===== config.mk =====
export PLATFORM = sky130hd
export DESIGN_NAME = mit_core
export DESIGN_NICKNAME = d
export VERILOG_FILES = /design/src/mit_pkg.sv /design/src/mit_core.sv
export VERILOG_INCLUDE_DIRS = /design/src
export SDC_FILE = /design/constraint.sdc
export NUM_CORES = 1
export LEC_CHECK = 0
export ABC_AREA = 1
export BUFFER_PORTS_ARGS = -buffer_cell sky130_fd_sc_hd__buf_2
export CELL_PAD_IN_SITES_DETAIL_PLACEMENT = 1
export CELL_PAD_IN_SITES_GLOBAL_PLACEMENT = 2
export CORE_UTILIZATION = 31
export CTS_CLUSTER_DIAMETER = 100
export DETAILED_ROUTE_END_ITERATION = 6
export PLACE_DENSITY_LB_ADDON = 0.1
export SLEW_MARGIN = 30
export SYNTH_ARGS = -nofsm -noshare
export SYNTH_HDL_FRONTEND = slang
export SYNTH_SLANG_ARGS = --single-unit

===== constraint.sdc =====
create_clock -name clk -period 2.7 [get_ports clk]
set_input_delay 0.135 -clock clk [delete_from_list [all_inputs] [get_ports clk]]
set_output_delay 0.135 -clock clk [all_outputs]
set_load 0.005 [all_outputs]

===== src/mit_map.svh =====
`ifndef MIT_MAP_SVH
`define MIT_MAP_SVH

// instruction cycle: four system clock periods, phases 0..3
`define MIT_CLKS_PER_CYCLE 4
`define MIT_PHASE_EXEC     2'h2
`define MIT_PHASE_FETCH    2'h3

// reset values
`define MIT_PC_RESET       11'h000
`define MIT_BYTE_RESET     8'h00
`define MIT_WORD_RESET     16'h0000

// data memory byte whose write loads the low program counter byte
`define MIT_PCL_ADDR       8'h06

// instruction word fields
`define MIT_OP_MSB         15
`define MIT_OP_LSB         11
`define MIT_DEST_BIT       10
`define MIT_BIT_MSB        10
`define MIT_BIT_LSB        8
`define MIT_SYS_MSB        10
`define MIT_SYS_LSB        9

`endif


===== src/mit_pkg.sv =====
package mit_pkg;

	// opcode in word bits 15:11, codes follow declaration order
	typedef enum logic [4:0] {
		OP_NOP, OP_ADD_M, OP_ADC_M, OP_SUB_M, OP_SBC_M, OP_AND_M, OP_OR_M, OP_XOR_M,
		OP_CPL, OP_INC, OP_DEC, OP_RR, OP_RL, OP_RRC, OP_RLC, OP_MOV_AM,
		OP_MOV_MA, OP_ADD_X, OP_SUB_X, OP_AND_X, OP_OR_X, OP_XOR_X, OP_MOV_X, OP_SET,
		OP_CLR, OP_SZ_BIT, OP_SNZ_BIT, OP_SZ, OP_SNZ, OP_JMP, OP_CALL, OP_SYS
	} mit_op_t;

	// sub-operation of OP_SYS in word bits 10:9
	typedef enum logic [1:0] {
		SYS_RET, SYS_RETURN_FROM_INTERRUPT, SYS_TABRD, SYS_HALT
	} mit_sys_t;

	typedef enum logic [1:0] {
		ST_RUN, ST_TABLE, ST_HALT
	} mit_state_t;

endpackage : mit_pkg


===== src/mit_core.sv =====
`timescale 1ns/1ps
`include "mit_map.svh"
// Summary of operation
// - most instructions one cycle, branches two
// - instruction cycle equals four system clocks
// - low program counter write jumps, extra cycle
// - taken skip costs one extra cycle
// - carry above 255, borrow below zero
// - increment or decrement by exactly one
// - logical results set zero flag when zero
// - rotates shift one bit, carry variants chain
// - accumulator is operand or destination
// - moves between register, accumulator, immediate
// - call saves return point, jump does not
// - conditional skips test byte or bit
// - bit set and clear keep other bits
// - table read fetches program memory constants
// - halt enters power-down state
// - interrupt return sets global interrupt enable
// - additions update all five arithmetic flags
module mit_core
	import mit_pkg::*;
#(
	parameter int STACK_DEPTH = 8
) (
	input  wire logic        clk,
	input  wire logic        rstn,
	output logic [10:0]      pm_addr,
	input  wire logic [15:0] pm_rdata,
	output logic [7:0]       dm_addr,
	input  wire logic [7:0]  dm_rdata,
	output logic [7:0]       dm_wdata,
	output logic             dm_we,
	output logic [7:0]       acc,
	output logic             zero_flag,
	output logic             carry_flag,
	output logic             auxiliary_carry_flag,
	output logic             overflow_flag,
	output logic             signed_compare_flag,
	output logic             global_interrupt_enable,
	output logic [7:0]       table_high_byte,
	output logic             halted
);

	localparam int SP_W = (STACK_DEPTH > 1) ? $clog2(STACK_DEPTH) : 1;

	// {carry, half carry, overflow, sum}; subtraction passes ~b and ~borrow
	function automatic logic [10:0] mit_add(input logic [7:0] a, input logic [7:0] b,
		input logic cin);
		logic [8:0] sum;
		logic [4:0] half;
		logic       ov;
		sum  = {1'b0, a} + {1'b0, b} + {8'h00, cin};
		half = {1'b0, a[3:0]} + {1'b0, b[3:0]} + {4'h0, cin};
		ov   = (a[7] == b[7]) && (sum[7] != a[7]);
		return {sum[8], half[4], ov, sum[7:0]};
	endfunction : mit_add

	logic [1:0]  phase_ff, nxt_phase;
	mit_state_t  state_ff, nxt_state;
	logic [10:0] pc_ff, nxt_pc, pm_addr_ff, nxt_pm_addr, target_ff, nxt_target;
	logic [15:0] ir_ff, nxt_ir;
	logic        valid_ff, nxt_valid, jump_ff, nxt_jump, tbl_req_ff, nxt_tbl_req;
	logic [7:0]  acc_ff, nxt_acc, dm_addr_ff, nxt_dm_addr, wdata_ff, nxt_wdata;
	logic [7:0]  tbl_hi_ff, nxt_tbl_hi, tbl_ptr_ff, nxt_tbl_ptr;
	logic        we_ff, nxt_we, gie_ff, nxt_gie;
	logic        z_ff, nxt_z, c_ff, nxt_c, ac_ff, nxt_ac, ov_ff, nxt_ov, sc_ff, nxt_sc;
	logic [10:0] stk_ff [STACK_DEPTH];
	logic [10:0] nxt_stk [STACK_DEPTH];
	logic [SP_W-1:0] sp_ff, nxt_sp;

	mit_op_t     op;
	mit_sys_t    sys;
	logic [2:0]  bit_sel;
	logic        to_mem;

	assign op      = mit_op_t'(ir_ff[`MIT_OP_MSB:`MIT_OP_LSB]);
	assign sys     = mit_sys_t'(ir_ff[`MIT_SYS_MSB:`MIT_SYS_LSB]);
	assign bit_sel = ir_ff[`MIT_BIT_MSB:`MIT_BIT_LSB];
	assign to_mem  = ir_ff[`MIT_DEST_BIT];

	// execute at phase 2, fetch and redirect at phase 3
	always_comb begin
		logic [10:0] alu;
		logic [7:0]  res;
		logic        wr_mem;
		logic        wr_acc;
		logic        skip;
		logic        redirect;
		logic [10:0] dest;
		alu         = 11'h000;
		res         = 8'h00;
		wr_mem      = 1'b0;
		wr_acc      = 1'b0;
		skip        = 1'b0;
		redirect    = 1'b0;
		dest        = pc_ff;
		nxt_phase   = phase_ff + 2'h1;
		nxt_state   = state_ff;
		nxt_pc      = pc_ff;
		nxt_pm_addr = pm_addr_ff;
		nxt_target  = target_ff;
		nxt_ir      = ir_ff;
		nxt_valid   = valid_ff;
		nxt_jump    = jump_ff;
		nxt_tbl_req = tbl_req_ff;
		nxt_acc     = acc_ff;
		nxt_dm_addr = dm_addr_ff;
		nxt_wdata   = wdata_ff;
		nxt_tbl_hi  = tbl_hi_ff;
		nxt_tbl_ptr = tbl_ptr_ff;
		nxt_we      = 1'b0;
		nxt_gie     = gie_ff;
		nxt_z       = z_ff;
		nxt_c       = c_ff;
		nxt_ac      = ac_ff;
		nxt_ov      = ov_ff;
		nxt_sc      = sc_ff;
		nxt_stk     = stk_ff;
		nxt_sp      = sp_ff;

		if (phase_ff == `MIT_PHASE_EXEC && state_ff == ST_RUN && valid_ff) begin
			unique case (op)
				OP_NOP: begin
				end
				OP_ADD_M, OP_ADC_M, OP_ADD_X: begin
					alu = mit_add(acc_ff, (op == OP_ADD_X) ? ir_ff[7:0] : dm_rdata,
						(op == OP_ADC_M) & c_ff);
					res = alu[7:0];
					nxt_c  = alu[10];
					nxt_ac = alu[9];
					nxt_ov = alu[8];
					nxt_sc = alu[8] ^ res[7];
					nxt_z  = (res == 8'h00);
					wr_mem = to_mem && (op != OP_ADD_X);
					wr_acc = !wr_mem;
				end
				OP_SUB_M, OP_SBC_M, OP_SUB_X: begin
					// carry flag holds borrow: set when the difference drops below zero
					alu = mit_add(acc_ff, ~((op == OP_SUB_X) ? ir_ff[7:0] : dm_rdata),
						~((op == OP_SBC_M) & c_ff));
					res = alu[7:0];
					nxt_c  = ~alu[10];
					nxt_ac = ~alu[9];
					nxt_ov = alu[8];
					nxt_sc = alu[8] ^ res[7];
					nxt_z  = (res == 8'h00);
					wr_mem = to_mem && (op != OP_SUB_X);
					wr_acc = !wr_mem;
				end
				OP_AND_M, OP_OR_M, OP_XOR_M, OP_AND_X, OP_OR_X, OP_XOR_X, OP_CPL: begin
					unique case (op)
						OP_AND_M: res = acc_ff & dm_rdata;
						OP_OR_M:  res = acc_ff | dm_rdata;
						OP_XOR_M: res = acc_ff ^ dm_rdata;
						OP_AND_X: res = acc_ff & ir_ff[7:0];
						OP_OR_X:  res = acc_ff | ir_ff[7:0];
						OP_XOR_X: res = acc_ff ^ ir_ff[7:0];
						default:  res = ~dm_rdata;
					endcase
					nxt_z  = (res == 8'h00);
					wr_mem = to_mem && (op inside {OP_AND_M, OP_OR_M, OP_XOR_M, OP_CPL});
					wr_acc = !wr_mem;
				end
				OP_INC, OP_DEC: begin
					res    = (op == OP_INC) ? dm_rdata + 8'h01 : dm_rdata - 8'h01;
					nxt_z  = (res == 8'h00);
					wr_mem = to_mem;
					wr_acc = !to_mem;
				end
				OP_RR, OP_RL, OP_RRC, OP_RLC: begin
					unique case (op)
						OP_RR:   res = {dm_rdata[0], dm_rdata[7:1]};
						OP_RL:   res = {dm_rdata[6:0], dm_rdata[7]};
						OP_RRC:  res = {c_ff, dm_rdata[7:1]};
						default: res = {dm_rdata[6:0], c_ff};
					endcase
					if (op == OP_RRC) begin
						nxt_c = dm_rdata[0];
					end else if (op == OP_RLC) begin
						nxt_c = dm_rdata[7];
					end
					wr_mem = to_mem;
					wr_acc = !to_mem;
				end
				OP_MOV_AM, OP_MOV_X: begin
					res    = (op == OP_MOV_X) ? ir_ff[7:0] : dm_rdata;
					wr_acc = 1'b1;
				end
				OP_MOV_MA: begin
					res    = acc_ff;
					wr_mem = 1'b1;
				end
				OP_SET, OP_CLR: begin
					// read-modify-write inside the core, only the chosen bit moves
					res          = dm_rdata;
					res[bit_sel] = (op == OP_SET);
					wr_mem       = 1'b1;
				end
				OP_SZ_BIT, OP_SNZ_BIT, OP_SZ, OP_SNZ: begin
					unique case (op)
						OP_SZ_BIT:  skip = !dm_rdata[bit_sel];
						OP_SNZ_BIT: skip = dm_rdata[bit_sel];
						OP_SZ:      skip = (dm_rdata == 8'h00);
						default:    skip = (dm_rdata != 8'h00);
					endcase
					res    = dm_rdata;
					wr_acc = to_mem && (op inside {OP_SZ, OP_SNZ});
				end
				OP_JMP: begin
					redirect = 1'b1;
					dest     = ir_ff[10:0];
				end
				OP_CALL: begin
					// pc already points past the call: that is the return point
					nxt_stk[sp_ff] = pc_ff;
					nxt_sp         = sp_ff + SP_W'(1);
					redirect       = 1'b1;
					dest           = ir_ff[10:0];
				end
				OP_SYS: begin
					unique case (sys)
						SYS_RET, SYS_RETURN_FROM_INTERRUPT: begin
							nxt_sp   = sp_ff - SP_W'(1);
							dest     = stk_ff[sp_ff - SP_W'(1)];
							redirect = 1'b1;
							if (sys == SYS_RETURN_FROM_INTERRUPT) begin
								nxt_gie = 1'b1;
							end
						end
						SYS_TABRD: begin
							nxt_tbl_ptr = dm_rdata;
							nxt_tbl_req = 1'b1;
						end
						SYS_HALT: begin
							nxt_state = ST_HALT;
						end
					endcase
				end
			endcase
			if (wr_acc) begin
				nxt_acc = res;
			end
			if (wr_mem) begin
				nxt_wdata = res;
				nxt_we    = 1'b1;
				if (dm_addr_ff == `MIT_PCL_ADDR) begin
					redirect = 1'b1;
					dest     = {pc_ff[10:8], res};
				end
			end
			// a taken skip drops the prefetched word, pc points at it so the target is pc plus one
			if (skip) begin
				nxt_jump   = 1'b1;
				nxt_target = pc_ff + 11'h001;
			end
			if (redirect) begin
				nxt_jump   = 1'b1;
				nxt_target = dest;
			end
		end

		if (phase_ff == `MIT_PHASE_FETCH) begin
			unique case (state_ff)
				ST_RUN: begin
					// the word on the bus is the prefetch; a pending redirect voids it
					nxt_ir      = pm_rdata;
					nxt_dm_addr = pm_rdata[7:0];
					nxt_valid   = !jump_ff;
					nxt_pc      = jump_ff ? target_ff : pc_ff + 11'h001;
					nxt_pm_addr = nxt_pc;
					nxt_jump    = 1'b0;
					if (tbl_req_ff) begin
						nxt_pm_addr = {pc_ff[10:8], tbl_ptr_ff};
						nxt_tbl_req = 1'b0;
						nxt_state   = ST_TABLE;
					end
				end
				ST_TABLE: begin
					// second cycle of a table read: prefetched instruction is kept
					nxt_acc     = pm_rdata[7:0];
					nxt_tbl_hi  = pm_rdata[15:8];
					nxt_pm_addr = pc_ff;
					nxt_state   = ST_RUN;
				end
				default: begin
				end
			endcase
		end
	end

	// state registers; power-down is left only by reset
	always_ff @(posedge clk) begin
		if (!rstn) begin
			phase_ff   <= 2'h0;
			state_ff   <= ST_RUN;
			pc_ff      <= `MIT_PC_RESET;
			pm_addr_ff <= `MIT_PC_RESET;
			target_ff  <= `MIT_PC_RESET;
			ir_ff      <= `MIT_WORD_RESET;
			valid_ff   <= 1'b0;
			jump_ff    <= 1'b0;
			tbl_req_ff <= 1'b0;
			acc_ff     <= `MIT_BYTE_RESET;
			dm_addr_ff <= `MIT_BYTE_RESET;
			wdata_ff   <= `MIT_BYTE_RESET;
			tbl_hi_ff  <= `MIT_BYTE_RESET;
			tbl_ptr_ff <= `MIT_BYTE_RESET;
			we_ff      <= 1'b0;
			gie_ff     <= 1'b0;
			z_ff       <= 1'b0;
			c_ff       <= 1'b0;
			ac_ff      <= 1'b0;
			ov_ff      <= 1'b0;
			sc_ff      <= 1'b0;
			sp_ff      <= '0;
			for (int i = 0; i < STACK_DEPTH; i++) begin
				stk_ff[i] <= `MIT_PC_RESET;
			end
		end else begin
			phase_ff   <= nxt_phase;
			state_ff   <= nxt_state;
			pc_ff      <= nxt_pc;
			pm_addr_ff <= nxt_pm_addr;
			target_ff  <= nxt_target;
			ir_ff      <= nxt_ir;
			valid_ff   <= nxt_valid;
			jump_ff    <= nxt_jump;
			tbl_req_ff <= nxt_tbl_req;
			acc_ff     <= nxt_acc;
			dm_addr_ff <= nxt_dm_addr;
			wdata_ff   <= nxt_wdata;
			tbl_hi_ff  <= nxt_tbl_hi;
			tbl_ptr_ff <= nxt_tbl_ptr;
			we_ff      <= nxt_we;
			gie_ff     <= nxt_gie;
			z_ff       <= nxt_z;
			c_ff       <= nxt_c;
			ac_ff      <= nxt_ac;
			ov_ff      <= nxt_ov;
			sc_ff      <= nxt_sc;
			sp_ff      <= nxt_sp;
			stk_ff     <= nxt_stk;
		end
	end

	// all outputs but halted come straight from flip-flops; halted decodes state_ff
	assign pm_addr                 = pm_addr_ff;
	assign dm_addr                 = dm_addr_ff;
	assign dm_wdata                = wdata_ff;
	assign dm_we                   = we_ff;
	assign acc                     = acc_ff;
	assign zero_flag               = z_ff;
	assign carry_flag              = c_ff;
	assign auxiliary_carry_flag    = ac_ff;
	assign overflow_flag           = ov_ff;
	assign signed_compare_flag     = sc_ff;
	assign global_interrupt_enable = gie_ff;
	assign table_high_byte         = tbl_hi_ff;
	assign halted                  = (state_ff == ST_HALT);

endmodule : mit_core


# Word-level counts from Yosys, hierarchy flattened
# Cells that the tools add are included.
# W data, S select, Z words.
dict set report classes {
  n_addsub 14
  magnitude_cmp 5
  eq_ne 47
  muxes 72
  bitwise 17
  reduce_logical 57
}
# op count
set ops {}
lappend ops {{$mux W11} 10}
lappend ops {{$bwmux W88} 1}
lappend ops {{$eq A5 B5 Y1 const B} 16}
lappend ops {{$mux W8} 10}
lappend ops {{$pmux W8 S9} 1}
lappend ops {{$pmux W8 S6} 1}
lappend ops {{$pmux W11 S2} 2}
lappend ops {{$eq A5 B4 Y1 const B} 8}
lappend ops {{$logic_not A8 Y1} 5}
lappend ops {{$bmux W11 S3} 1}
lappend ops {{$demux W11 S3} 1}
lappend ops {{$mux W1} 24}
lappend ops {{$pmux W8 S3} 1}
lappend ops {{$eq A5 B3 Y1 const B} 4}
lappend ops {{$add A8 B8 Y9} 2}
lappend ops {{$add A9 B1 Y9} 2}
lappend ops {{$reduce_and A2 Y1} 9}
lappend ops {{$and A8 B8 Y8} 2}
lappend ops {{$not A8 Y8} 2}
lappend ops {{$or A8 B8 Y8} 2}
lappend ops {{$xor A8 B8 Y8} 2}
lappend ops {{$add A11 B1 Y11 const B} 1}
lappend ops {{$add A4 B4 Y5} 2}
lappend ops {{$add A5 B1 Y5} 2}
lappend ops {{49 further kinds} 101}
dict set report word_totals {
  ff_bits 194
  in_bits 26
  out_inout_bits 51
  wordCells 242
}

# Logic depth before layout (Yosys ltp)
# Gate-level depths: netlist of run 1.
dict set report depth {
  depth_word 11
  depth_mapped 23
  mapped_depth_nobuf 22
}

# Worst setup path before layout of run 1
# No wires, ideal clock.
dict set report synth_path {
  path_kind {register to register}
  from {reg ir_ff[13]}
  to {reg target_ff[3]}
  setup_time_ns 0.117
  t_arrival_ns 2.815
  t_required_ns 2.583
  setup_slack_ns -0.232
  stages_incl_launch_ff 19
  path_buffers 1
  synth_period_minus_slack_ns 2.932
  path_cell_list {dfxtp_1 -> nor2_2 -> nand2_1 -> nor2_2 -> clkbuf_1 -> o21ai_0 -> ha_1 -> a21oi_1 -> nand2_1 -> or2_2 -> nand3_1 -> o21ai_0 -> nand3b_1 -> nor2_1 -> nand2_1 -> nand2_1 -> nand3_1 -> nor2_1 -> nor2_1}
}
dict set report synth_via {
  elab_chain_cells 9
  elab_cells_between_ends 81
}
# element line_no
set synth_rtl {}
lappend synth_rtl {{from (decl)} mit_core.sv:62} ;# logic [15:0] ir_ff, nxt_ir;
lappend synth_rtl {{from (signal assigned)} mit_core.sv:300} ;# ir_ff <= `MIT_WORD_RESET;
lappend synth_rtl {{from (signal assigned)} mit_core.sv:326} ;# ir_ff <= nxt_ir;
lappend synth_rtl {{$eq A5 B5 Y1 (tied with other cells)} {mit_core.sv:123, mit_core.sv:140}}
lappend synth_rtl {{$mux W8 or $reduce_bool A4 Y1 (tied branches)} {mit_core.sv:140, mit_core.sv:162}}
lappend synth_rtl {{$not A8 Y8 or $logic_and A1 B1 Y1 (tied branches)} {mit_core.sv:140, mit_core.sv:162}}
lappend synth_rtl {{$add A8 B8 Y9 or $pmux W1 S5 (tied branches)} {mit_core.sv:53, mit_core.sv:123}}
lappend synth_rtl {{$add A9 B1 Y9 or $mux W1 (tied branches)} {mit_core.sv:53, mit_core.sv:122}}
lappend synth_rtl {{$pmux W8 S9 or $mux W1 (tied branches)} {mit_core.sv:123, mit_core.sv:244}}
lappend synth_rtl {{$mux W11 or $mux W1 (tied branches)} {mit_core.sv:247, mit_core.sv:122}}
lappend synth_rtl {{$mux W11 or $reduce_bool A2 Y1 (tied branches)} -}
lappend synth_rtl {{$mux W11 or $reduce_and A2 Y1 (tied branches)} -}
lappend synth_rtl {{to (signal assigned)} mit_core.sv:299} ;# target_ff <= `MIT_PC_RESET;
lappend synth_rtl {{to (signal assigned)} mit_core.sv:325} ;# target_ff <= nxt_target;
lappend synth_rtl {{to (decl)} mit_core.sv:61} ;# logic [10:0] pc_ff, nxt_pc, pm_addr_ff, nxt_pm_addr, target_ff, nxt_target;
# Parallel ways exist; a longest one is shown, timed or not. The select of a mux whose other input is x is not followed.
# A chain may end at the register's enable or synchronous reset.

# Worst setup path after layout of run 1
dict set report layout_path {
  from {reg ir_ff[14]}
  to {reg c_ff (netlist: carry_flag)}
}
dict set report layout_via {
  elab_chain_cells 7
  elab_cells_between_ends 29
}
# element line_no
set layout_rtl {}
lappend layout_rtl {{$eq A5 B5 Y1} {mit_core.sv:123, mit_core.sv:140}}
lappend layout_rtl {{$mux W8} mit_core.sv:140} ;# alu = mit_add(acc_ff, ~((op == OP_SUB_X) ? ir_ff[7:0] : dm_rdata),
lappend layout_rtl {{$not A8 Y8} mit_core.sv:140}
lappend layout_rtl {{$add A8 B8 Y9} mit_core.sv:53} ;# sum = {1'b0, a} + {1'b0, b} + {8'h00, cin};
lappend layout_rtl {{$add A9 B1 Y9} mit_core.sv:53}
lappend layout_rtl {{$not A1 Y1} mit_core.sv:143} ;# nxt_c = ~alu[10];
lappend layout_rtl {{$pmux W1 S3} mit_core.sv:123} ;# unique case (op)
lappend layout_rtl {{to (signal assigned)} mit_core.sv:338} ;# c_ff <= nxt_c;
lappend layout_rtl {{to (decl)} mit_core.sv:67} ;# logic z_ff, nxt_z, c_ff, nxt_c, ac_ff, nxt_ac, ov_ff, nxt_ov, sc_ff, nxt_sc;
# Parallel ways exist; a longest one is shown, timed or not.

==> results of run 1 <==
==> cell usage after synthesis (5+ instances only) <==
cell | count | area share [%]
a21oi_1 | 222 | 9.8
a31oi_1 | 13 | 0.72
buf_1 | 5 | 0.17
buf_2 | 8 | 0.35
buf_4 | 8 | 0.53
clkbuf_1 | 83 | 2.7
clkinv_1 | 7 | 0.23
dfxtp_1 | 186 | 33
fa_1 | 5 | 0.88
ha_1 | 26 | 2.9
inv_1 | 181 | 6.0
inv_2 | 19 | 0.63
nand2_1 | 286 | 9.5
nand3_1 | 125 | 5.5
nand3b_1 | 6 | 0.40
nand4_1 | 19 | 1.0
nor2_1 | 130 | 4.3
nor2_2 | 7 | 0.39
nor3_1 | 14 | 0.62
o211ai_1 | 39 | 2.6
o21ai_0 | 276 | 12
o21ai_1 | 16 | 0.71
o22ai_1 | 16 | 0.88
xnor2_1 | 7 | 0.54
xor2_1 | 17 | 1.3
==> flip-flops by register name, summed over array words and instances (netlist names), 2 cells and up <==
| name | cells |
|---|---|
| dm_wdata | 8 |
| phase_ff | 2 |
| stk_ff | 88 |
| table_high_byte | 8 |
| tbl_ptr_ff | 8 |
| target_ff | 11 |
| sp_ff | 3 |
| pm_addr | 11 |
| acc | 8 |
| state_ff | 2 |
| ir_ff | 16 |
| pc_ff | 11 |
==> worst paths after layout <==
kind	cells past startpoint	startpoint	to
min	3	pm_rdata[5]	ir_ff[5]
max	17	ir_ff[14]	carry_flag
min reg2reg	2	stk_ff[53]	stk_ff[53]
max reg2reg	17	ir_ff[14]	carry_flag
==> layout make-up <==
type,count,area (sq um)
Clock buffer,21,470
Clock inverter,11,113
Fill cell,4565,20800
Inverter,207,779
Multi-Input combinational cell,1256,6980
Sequential cell,186,3730
Tap cell,461,577
Timing Repair Buffer,313,2330
==> metal layers <==
layer | wire, um | track usage [%] | part of all wire (%) | vias up
met5 | 15 | 0 | 0.027 | -
met4 | 1360 | 8.50 | 2.4 | 2
met3 | 3230 | 4.59 | 5.8 | 62
met1 | 27600 | 44.0 | 50 | 6506
met2 | 23200 | 44.1 | 42 | 363
li1 | - | - | - | 6351
==> cells by family after synthesis <==
family	after synthesis
DFF	186
and+or+nand+nor	601
adders and majority gates	31
xor gates and xnor gates	24
muxes	2
buffers and inverters	312
AOI/OAI and AO/OA	598
==> worst register-to-register path, stage by stage (launching register included) <==
cell and delay, ns:
dfxtp_2 0.34, nor2_4 0.13, nand2_4 0.07, nor2_4 0.25
o21ai_2 0.11, fa_2 0.39, inv_2 0.08, fa_2 0.24
inv_2 0.06, buf_6 0.11, nand4_1 0.07, o211ai_1 0.16
buf_4 0.18, a21oi_4 0.14, nor2_2 0.06, buf_4 0.15
o211ai_1 0.21, a31oi_1 0.13
==> cell usage in the layout (no fill, tap or decap), types with 27 or more instances in the layout <==
cell / synthesis / final
nand3_1: 125 / 112
nor2_1: 130 / 116
o21ai_0: 276 / 256
inv_2: 19 / 27
buf_2: 8 / 75
nand2_1: 286 / 261
buf_4: 8 / 203
o211ai_1: 39 / 39
dfxtp_1: 186 / 182
a21oi_1: 222 / 210
inv_1: 181 / 172
==> repair_timing <==
item	in CTS	in global routing
buffers inserted	16	16
endpoints found under the setup margin	24	29
pin swaps	46	60
hold endpoints to repair	22	0
resized for setup	66	98
cloned	1	0
hold buffers	15	0
==> where the power goes <==
| group | leakage [nW] | total (mW) | internal (mW) | switching, mW |
|---|---|---|---|---|
| Clock | 0.278 | 2.58 | 1.36 | 1.22 |
| Sequential | 1.50 | 2.78 | 2.76 | 0.0171 |
| Combinational | 4.57 | 0.721 | 0.270 | 0.452 |
==> stage by stage <==
stage / hold slack, ns / cells
6_report: 0.0582 / 2455
5_1_grt: 0.0742 / 2455
4_1_cts: 0.0406 / 2446
3_5_place_dp: 0.388 / 2384
3_3_place_gp: 0.381 / 2384
2_1_floorplan: 0.270 / 1754
==> reports/metrics.cfg, run 1 <==
[worst_setup_path]
crit_chain=nor2_4 > nand2_4 > nor2_4 > o21ai_2 > fa_2 > inv_2 > fa_2 > inv_2 > buf_6 > nand4_1 > o211ai_1 > buf_4 > a21oi_4 > nor2_2 > buf_4 > o211ai_1 > a31oi_1
crit_family=compound AO/OA/AOI/OAI gates
arrival_ns=3.32
startpoint_type=flop
critPathKind=flop to flop
slowest_stage=fa_2
cp-end-kind=flop
cp_max_fo=6
crit_path_max_incr_delay_ns=0.39
worstPathRequired_ns=3.03
cp_num_buf_inv=5
ff2ff_setup_slack_ns=-0.29

[timing]
skew_ns=0.0154
finalCritPeriodShare_pct=111
setup_viol=18
rsz0062_at_grt=true
slew_headroom_pct=47.1
finalMaxSlewViolations=0
fin_crit_ns=2.99
fmax_mhz=334
tightest_slew_ns=0.788
setup_ws_ns=-0.294
hold_viol_final=0
tns_ns=-2.31

[floorplanning]
core_sq_um=35800
num_io_pins=77
rows=69
start_util_pct=31.7
die_height_um=193
die-area_sq_um=37400
die_x_um=193

[logic_synthesis]
synth_xor_area_share_pct=1.85
syn-instance-count=1754
synth-main-ff-cell=dfxtp_1
synthArstFlopShare_pct=0
synth_top_family_by_area=compound AO/OA/AOI/OAI gates
yosysSeqAreaShare_pct=32.8
synth_edf_count=0
synth_adder_area_share_pct=3.75
synth_seq_cells=186
muxShareOfSynthArea_pct=0.176
syn_area_sq_um=11400
synth-simple-area-share_pct=22.7
synth_compound_area_share_pct=28.0
synth_fp_nets=1811
yosysWarningCount=0
synth_cell_types=45
avgSynthCellArea_sq_um=6.48

[final_layout]
synthToLayoutAreaGrowth_pct=31.9
final_util_pct=41.8
final_layout_size_suffix_gt1_share_pct=24.3
antenna_cells=0
stdcell_area_sq_um=15000
fin_nets=2038

[clock_network]
cts-root-buf=clkbuf_16
clkTransAtPathRegs_ns=0.08
cts_tree=built
clk_latency_ns=0.46
numCtsBuffers=17
cts_buffer_depth=2
htree_levels=4
clock-sinks=186

[placed_design]
place_ws_ns=-0.335
hpwl_um=42800
port-buffer-count=76
routabilityCongestion=1.02
dpl_cell_area_sq_um=13500

[pwr]
p_leak_nw=6.34
powerDensity_nw_per_um2=406
power_mw=6.08
vdd_drop_max_v=0.000478

[detailed_routing]
vias=13300
drt.antenna.violating_nets=0
drc_errors=4
avgRoutedWirePerCell_um=22.6
wirelength_um=55400
firstDrtPassIters=7
routed_via_density=5.41
dr.first_iter.drc_count=1084

[global_routing]
grt_usage_pct=29.7
grt_pass1_vias=13400
antenna_found_initial=2
grt_max_degree=88
overflow=0
grt_pass1_wl_um=83800

[run_status]
status=finished with violations
violations=DRC, setup timing

[min_path]
hold_path_class=input port to flop

[run]
maxCapViolations=0

Power figures use the tool's default switching activity.
==> run 2, diff against run 1 <==
- PLACE_DENSITY: not set -> 0.78
- PLACE_DENSITY_LB_ADDON: 0.1 -> not set
==> reports/metrics.cfg, run 2 (synthesized netlist as in run 1, its figures left out) <==
[final_layout]
final_layout_size_suffix_gt1_share_pct=24.4  ; +0.049 points
fin_cells=2451  ; -0.16%
layout_commonest_cell=nand2_1
largest_reg_flops=88  ; unchanged
fillers=4575  ; +0.22%
reg_top3=stk_ff x88, ir_ff x16
layout_common_cells=nand2_1, o21ai_0, a21oi_1
final_util_pct=42.0  ; +0.15 points
fin_nets=2034  ; -0.20%
max_flop_register=stk_ff
antenna_cells=0  ; unchanged
synthToLayoutAreaGrowth_pct=32.3
stdcell_area_sq_um=15000  ; +0.35%

[global_routing]
grt_max_degree=92  ; +4.5%
busiest_layer=met2
grt_usage_pct=27.9  ; -1.8 points
grt_use_met1_pct=39.2  ; -4.8 points
grt_pass1_wl_um=79700  ; -5.0%
overflow=0  ; unchanged
grt_use_met2_pct=42.7  ; -1.4 points
grt_pass1_vias=13200  ; -1.5%
grt_use_met3_pct=5.37  ; +0.78 points
antenna_found_initial=1  ; -1

[timing]
fin_crit_ns=2.86  ; -0.134 ns
skew_ns=0.0140  ; -0.00137 ns
tns_ns=-1.58  ; +0.723 ns
finalMaxSlewViolations=0  ; unchanged
fmax_mhz=350  ; +4.7%
setup_ws_ns=-0.160  ; +0.134 ns
slew_headroom_pct=49.5  ; +2.4 points
tightest_slew_ns=0.752  ; -0.0357 ns
hold_viol_final=0  ; unchanged
finalCritPeriodShare_pct=106  ; -5.0 points
setup_viol=18  ; unchanged
rsz0062_at_grt=true

[min_path]
min_from=rstn
hold_path_class=input port to flop
hold_path_end=carry_flag
hold_depth=3  ; unchanged

[worst_setup_path]
timing.rr.start=ir_ff[13]
cp_max_fo=8  ; +2
cp-end-kind=flop
r2r-end=target_ff[2]
reg2reg_depth=20  ; +3
arrival_ns=3.21  ; -0.11 ns
startpoint_type=flop
critPathKind=flop to flop
worstPathRequired_ns=3.05  ; +0.02 ns
ff2ff_setup_slack_ns=-0.16  ; +0.13 ns

[pwr]
intPower_mw=4.66  ; +6.2%
powerDensity_nw_per_um2=424  ; +4.6%
seq_power_share_pct=43.5  ; -2.2 points
switchingPower_mw=1.72  ; +1.9%
vdd_drop_max_v=0.000463  ; -3.1%
p_leak_nw=6.39  ; +0.66%
pwr-share-comb_pct=11.1  ; -0.8 points
switching_share_pct=27.0  ; -0.82 points
clockPowerShare_pct=45.4  ; +2.9 points

[detailed_routing]
drt.antenna.violating_nets=0  ; unchanged
drc_errors=4  ; unchanged
vias=13200  ; -0.84%
avgRoutedWirePerCell_um=21.4  ; -5.0%
wirelength_um=52600  ; -5.2%
routed_via_density=5.37  ; -0.67%
firstDrtPassIters=7  ; unchanged
dr.first_iter.drc_count=872  ; -20%

[placed_design]
dpl_cell_area_sq_um=13400  ; -0.56%
place_ws_ns=-0.256  ; +0.0796 ns
port-buffer-count=76  ; unchanged
dpl.cell_count=2381  ; -0.13%
routabilityCongestion=0.970  ; -5.1%
hpwl_um=40400  ; -5.7%

[clock_network]
cts_buffer_depth=2  ; unchanged
clkTransAtPathRegs_ns=0.08  ; about the same
htree_levels=4  ; unchanged
numCtsBuffers=17  ; unchanged
clk_latency_ns=0.46  ; about the same
clock-sinks=186  ; unchanged
cts-root-buf=clkbuf_16
cts_tree=built

[run_status]
violations=DRC, setup timing
status=finished with violations

[floorplanning]
start_util_pct=31.7  ; unchanged
die_height_um=193  ; unchanged
rows=69  ; unchanged
die_x_um=193  ; unchanged
num_io_pins=77  ; unchanged
core_sq_um=35800  ; unchanged
die-area_sq_um=37400  ; unchanged

[run]
maxCapViolations=0  ; unchanged

-- run 2: changes by cell type in the layout (fill, tap and decap cells not counted), sizes merged, moves of 2 or more --
cell | previous run | this run
inv | 202 | 204
buf | 298 | 293
clkbuf | 21 | 19
bufinv | 1 | 4
clkinvlp | 3 | 1
-- run 2: through the flow --
stage	power, mW	hold WS, ns
2_1_floorplan	3.14	0.270
3_3_place_gp	3.43	0.383
3_5_place_dp	3.44	0.386
4_1_cts	6.38	0.0412
5_1_grt	6.60	0.0737
6_report	6.38	0.0569
-- run 2: critical path, stage by stage (launching register included) --
cell and delay, ns:
dfxtp_4 0.36, nor2_4 0.14, nand2_4 0.09, nor2_4 0.11, buf_12 0.14, nand2_2 0.06, o21ai_4 0.07, fa_2 0.25
inv_2 0.06, fa_2 0.40, xnor2_2 0.16, nand2_1 0.08, nand3_2 0.07, nor2_2 0.11, o21ai_1 0.07, nor2_1 0.14
nand2_1 0.12, nand2_1 0.08, nand3b_1 0.08, nor2_1 0.11, nor2_1 0.04
-- run 2: what timing repair did --
action / CTS / global route
hold buffers: 16 / 0
pin swaps: 15 / 57
gates resized for setup: 68 / 101
endpoints found under the hold margin: 24 / 0
cloned: 0 / 0
buffers inserted: 12 / 16
endpoints found under the setup margin: 23 / 29
-- run 2: area by class of cell --
class,instances,area (sq um),share of cell area (%)
Clock buffer,19,453,3.01
Clock inverter,13,208,1.38
Inverter,207,777,5.17
Multi-Input combinational cell,1256,7010,46.6
Sequential cell,186,3730,24.8
Tap cell,461,577,3.84
Timing Repair Buffer,309,2270,15.1
-- run 2: worst max-delay path by stage --
| stage | slack, ns | depth (start not counted) | from | endpoint |
|---|---|---|---|---|
| global placement | -0.18 | 20 | ir_ff[14] | target_ff[5] |
| finish | -0.16 | 20 | ir_ff[13] | target_ff[2] |
| CTS | -0.17 | 18 | ir_ff[14] | target_ff[3] |
| global route | -0.36 | 22 | ir_ff[13] | target_ff[5] |
| floorplan | 0.004 | 20 | ir_ff[14] | target_ff[2] |
| detailed placement | -0.26 | 21 | ir_ff[12] | target_ff[5] |
-- run 2: power by group through the flow --
| stage | Clock, mW | Sequential [mW] | Combinational (mW) |
|---|---|---|---|
| final | 2.90 | 2.77 | 0.707 |
| after detailed placement | 0 | 2.84 | 0.604 |
| after floorplan | 0 | 2.84 | 0.300 |
| after global routing | 3.06 | 2.78 | 0.759 |
| after CTS | 2.96 | 2.78 | 0.651 |
| after global placement | 0 | 2.84 | 0.595 |
-- run 2: per-layer routing --
metal,share of wire [%],wire length (um)
met4,3.1,1640
met5,0.025,13
met1,48,25300
met3,5.7,3020
met2,43,22600
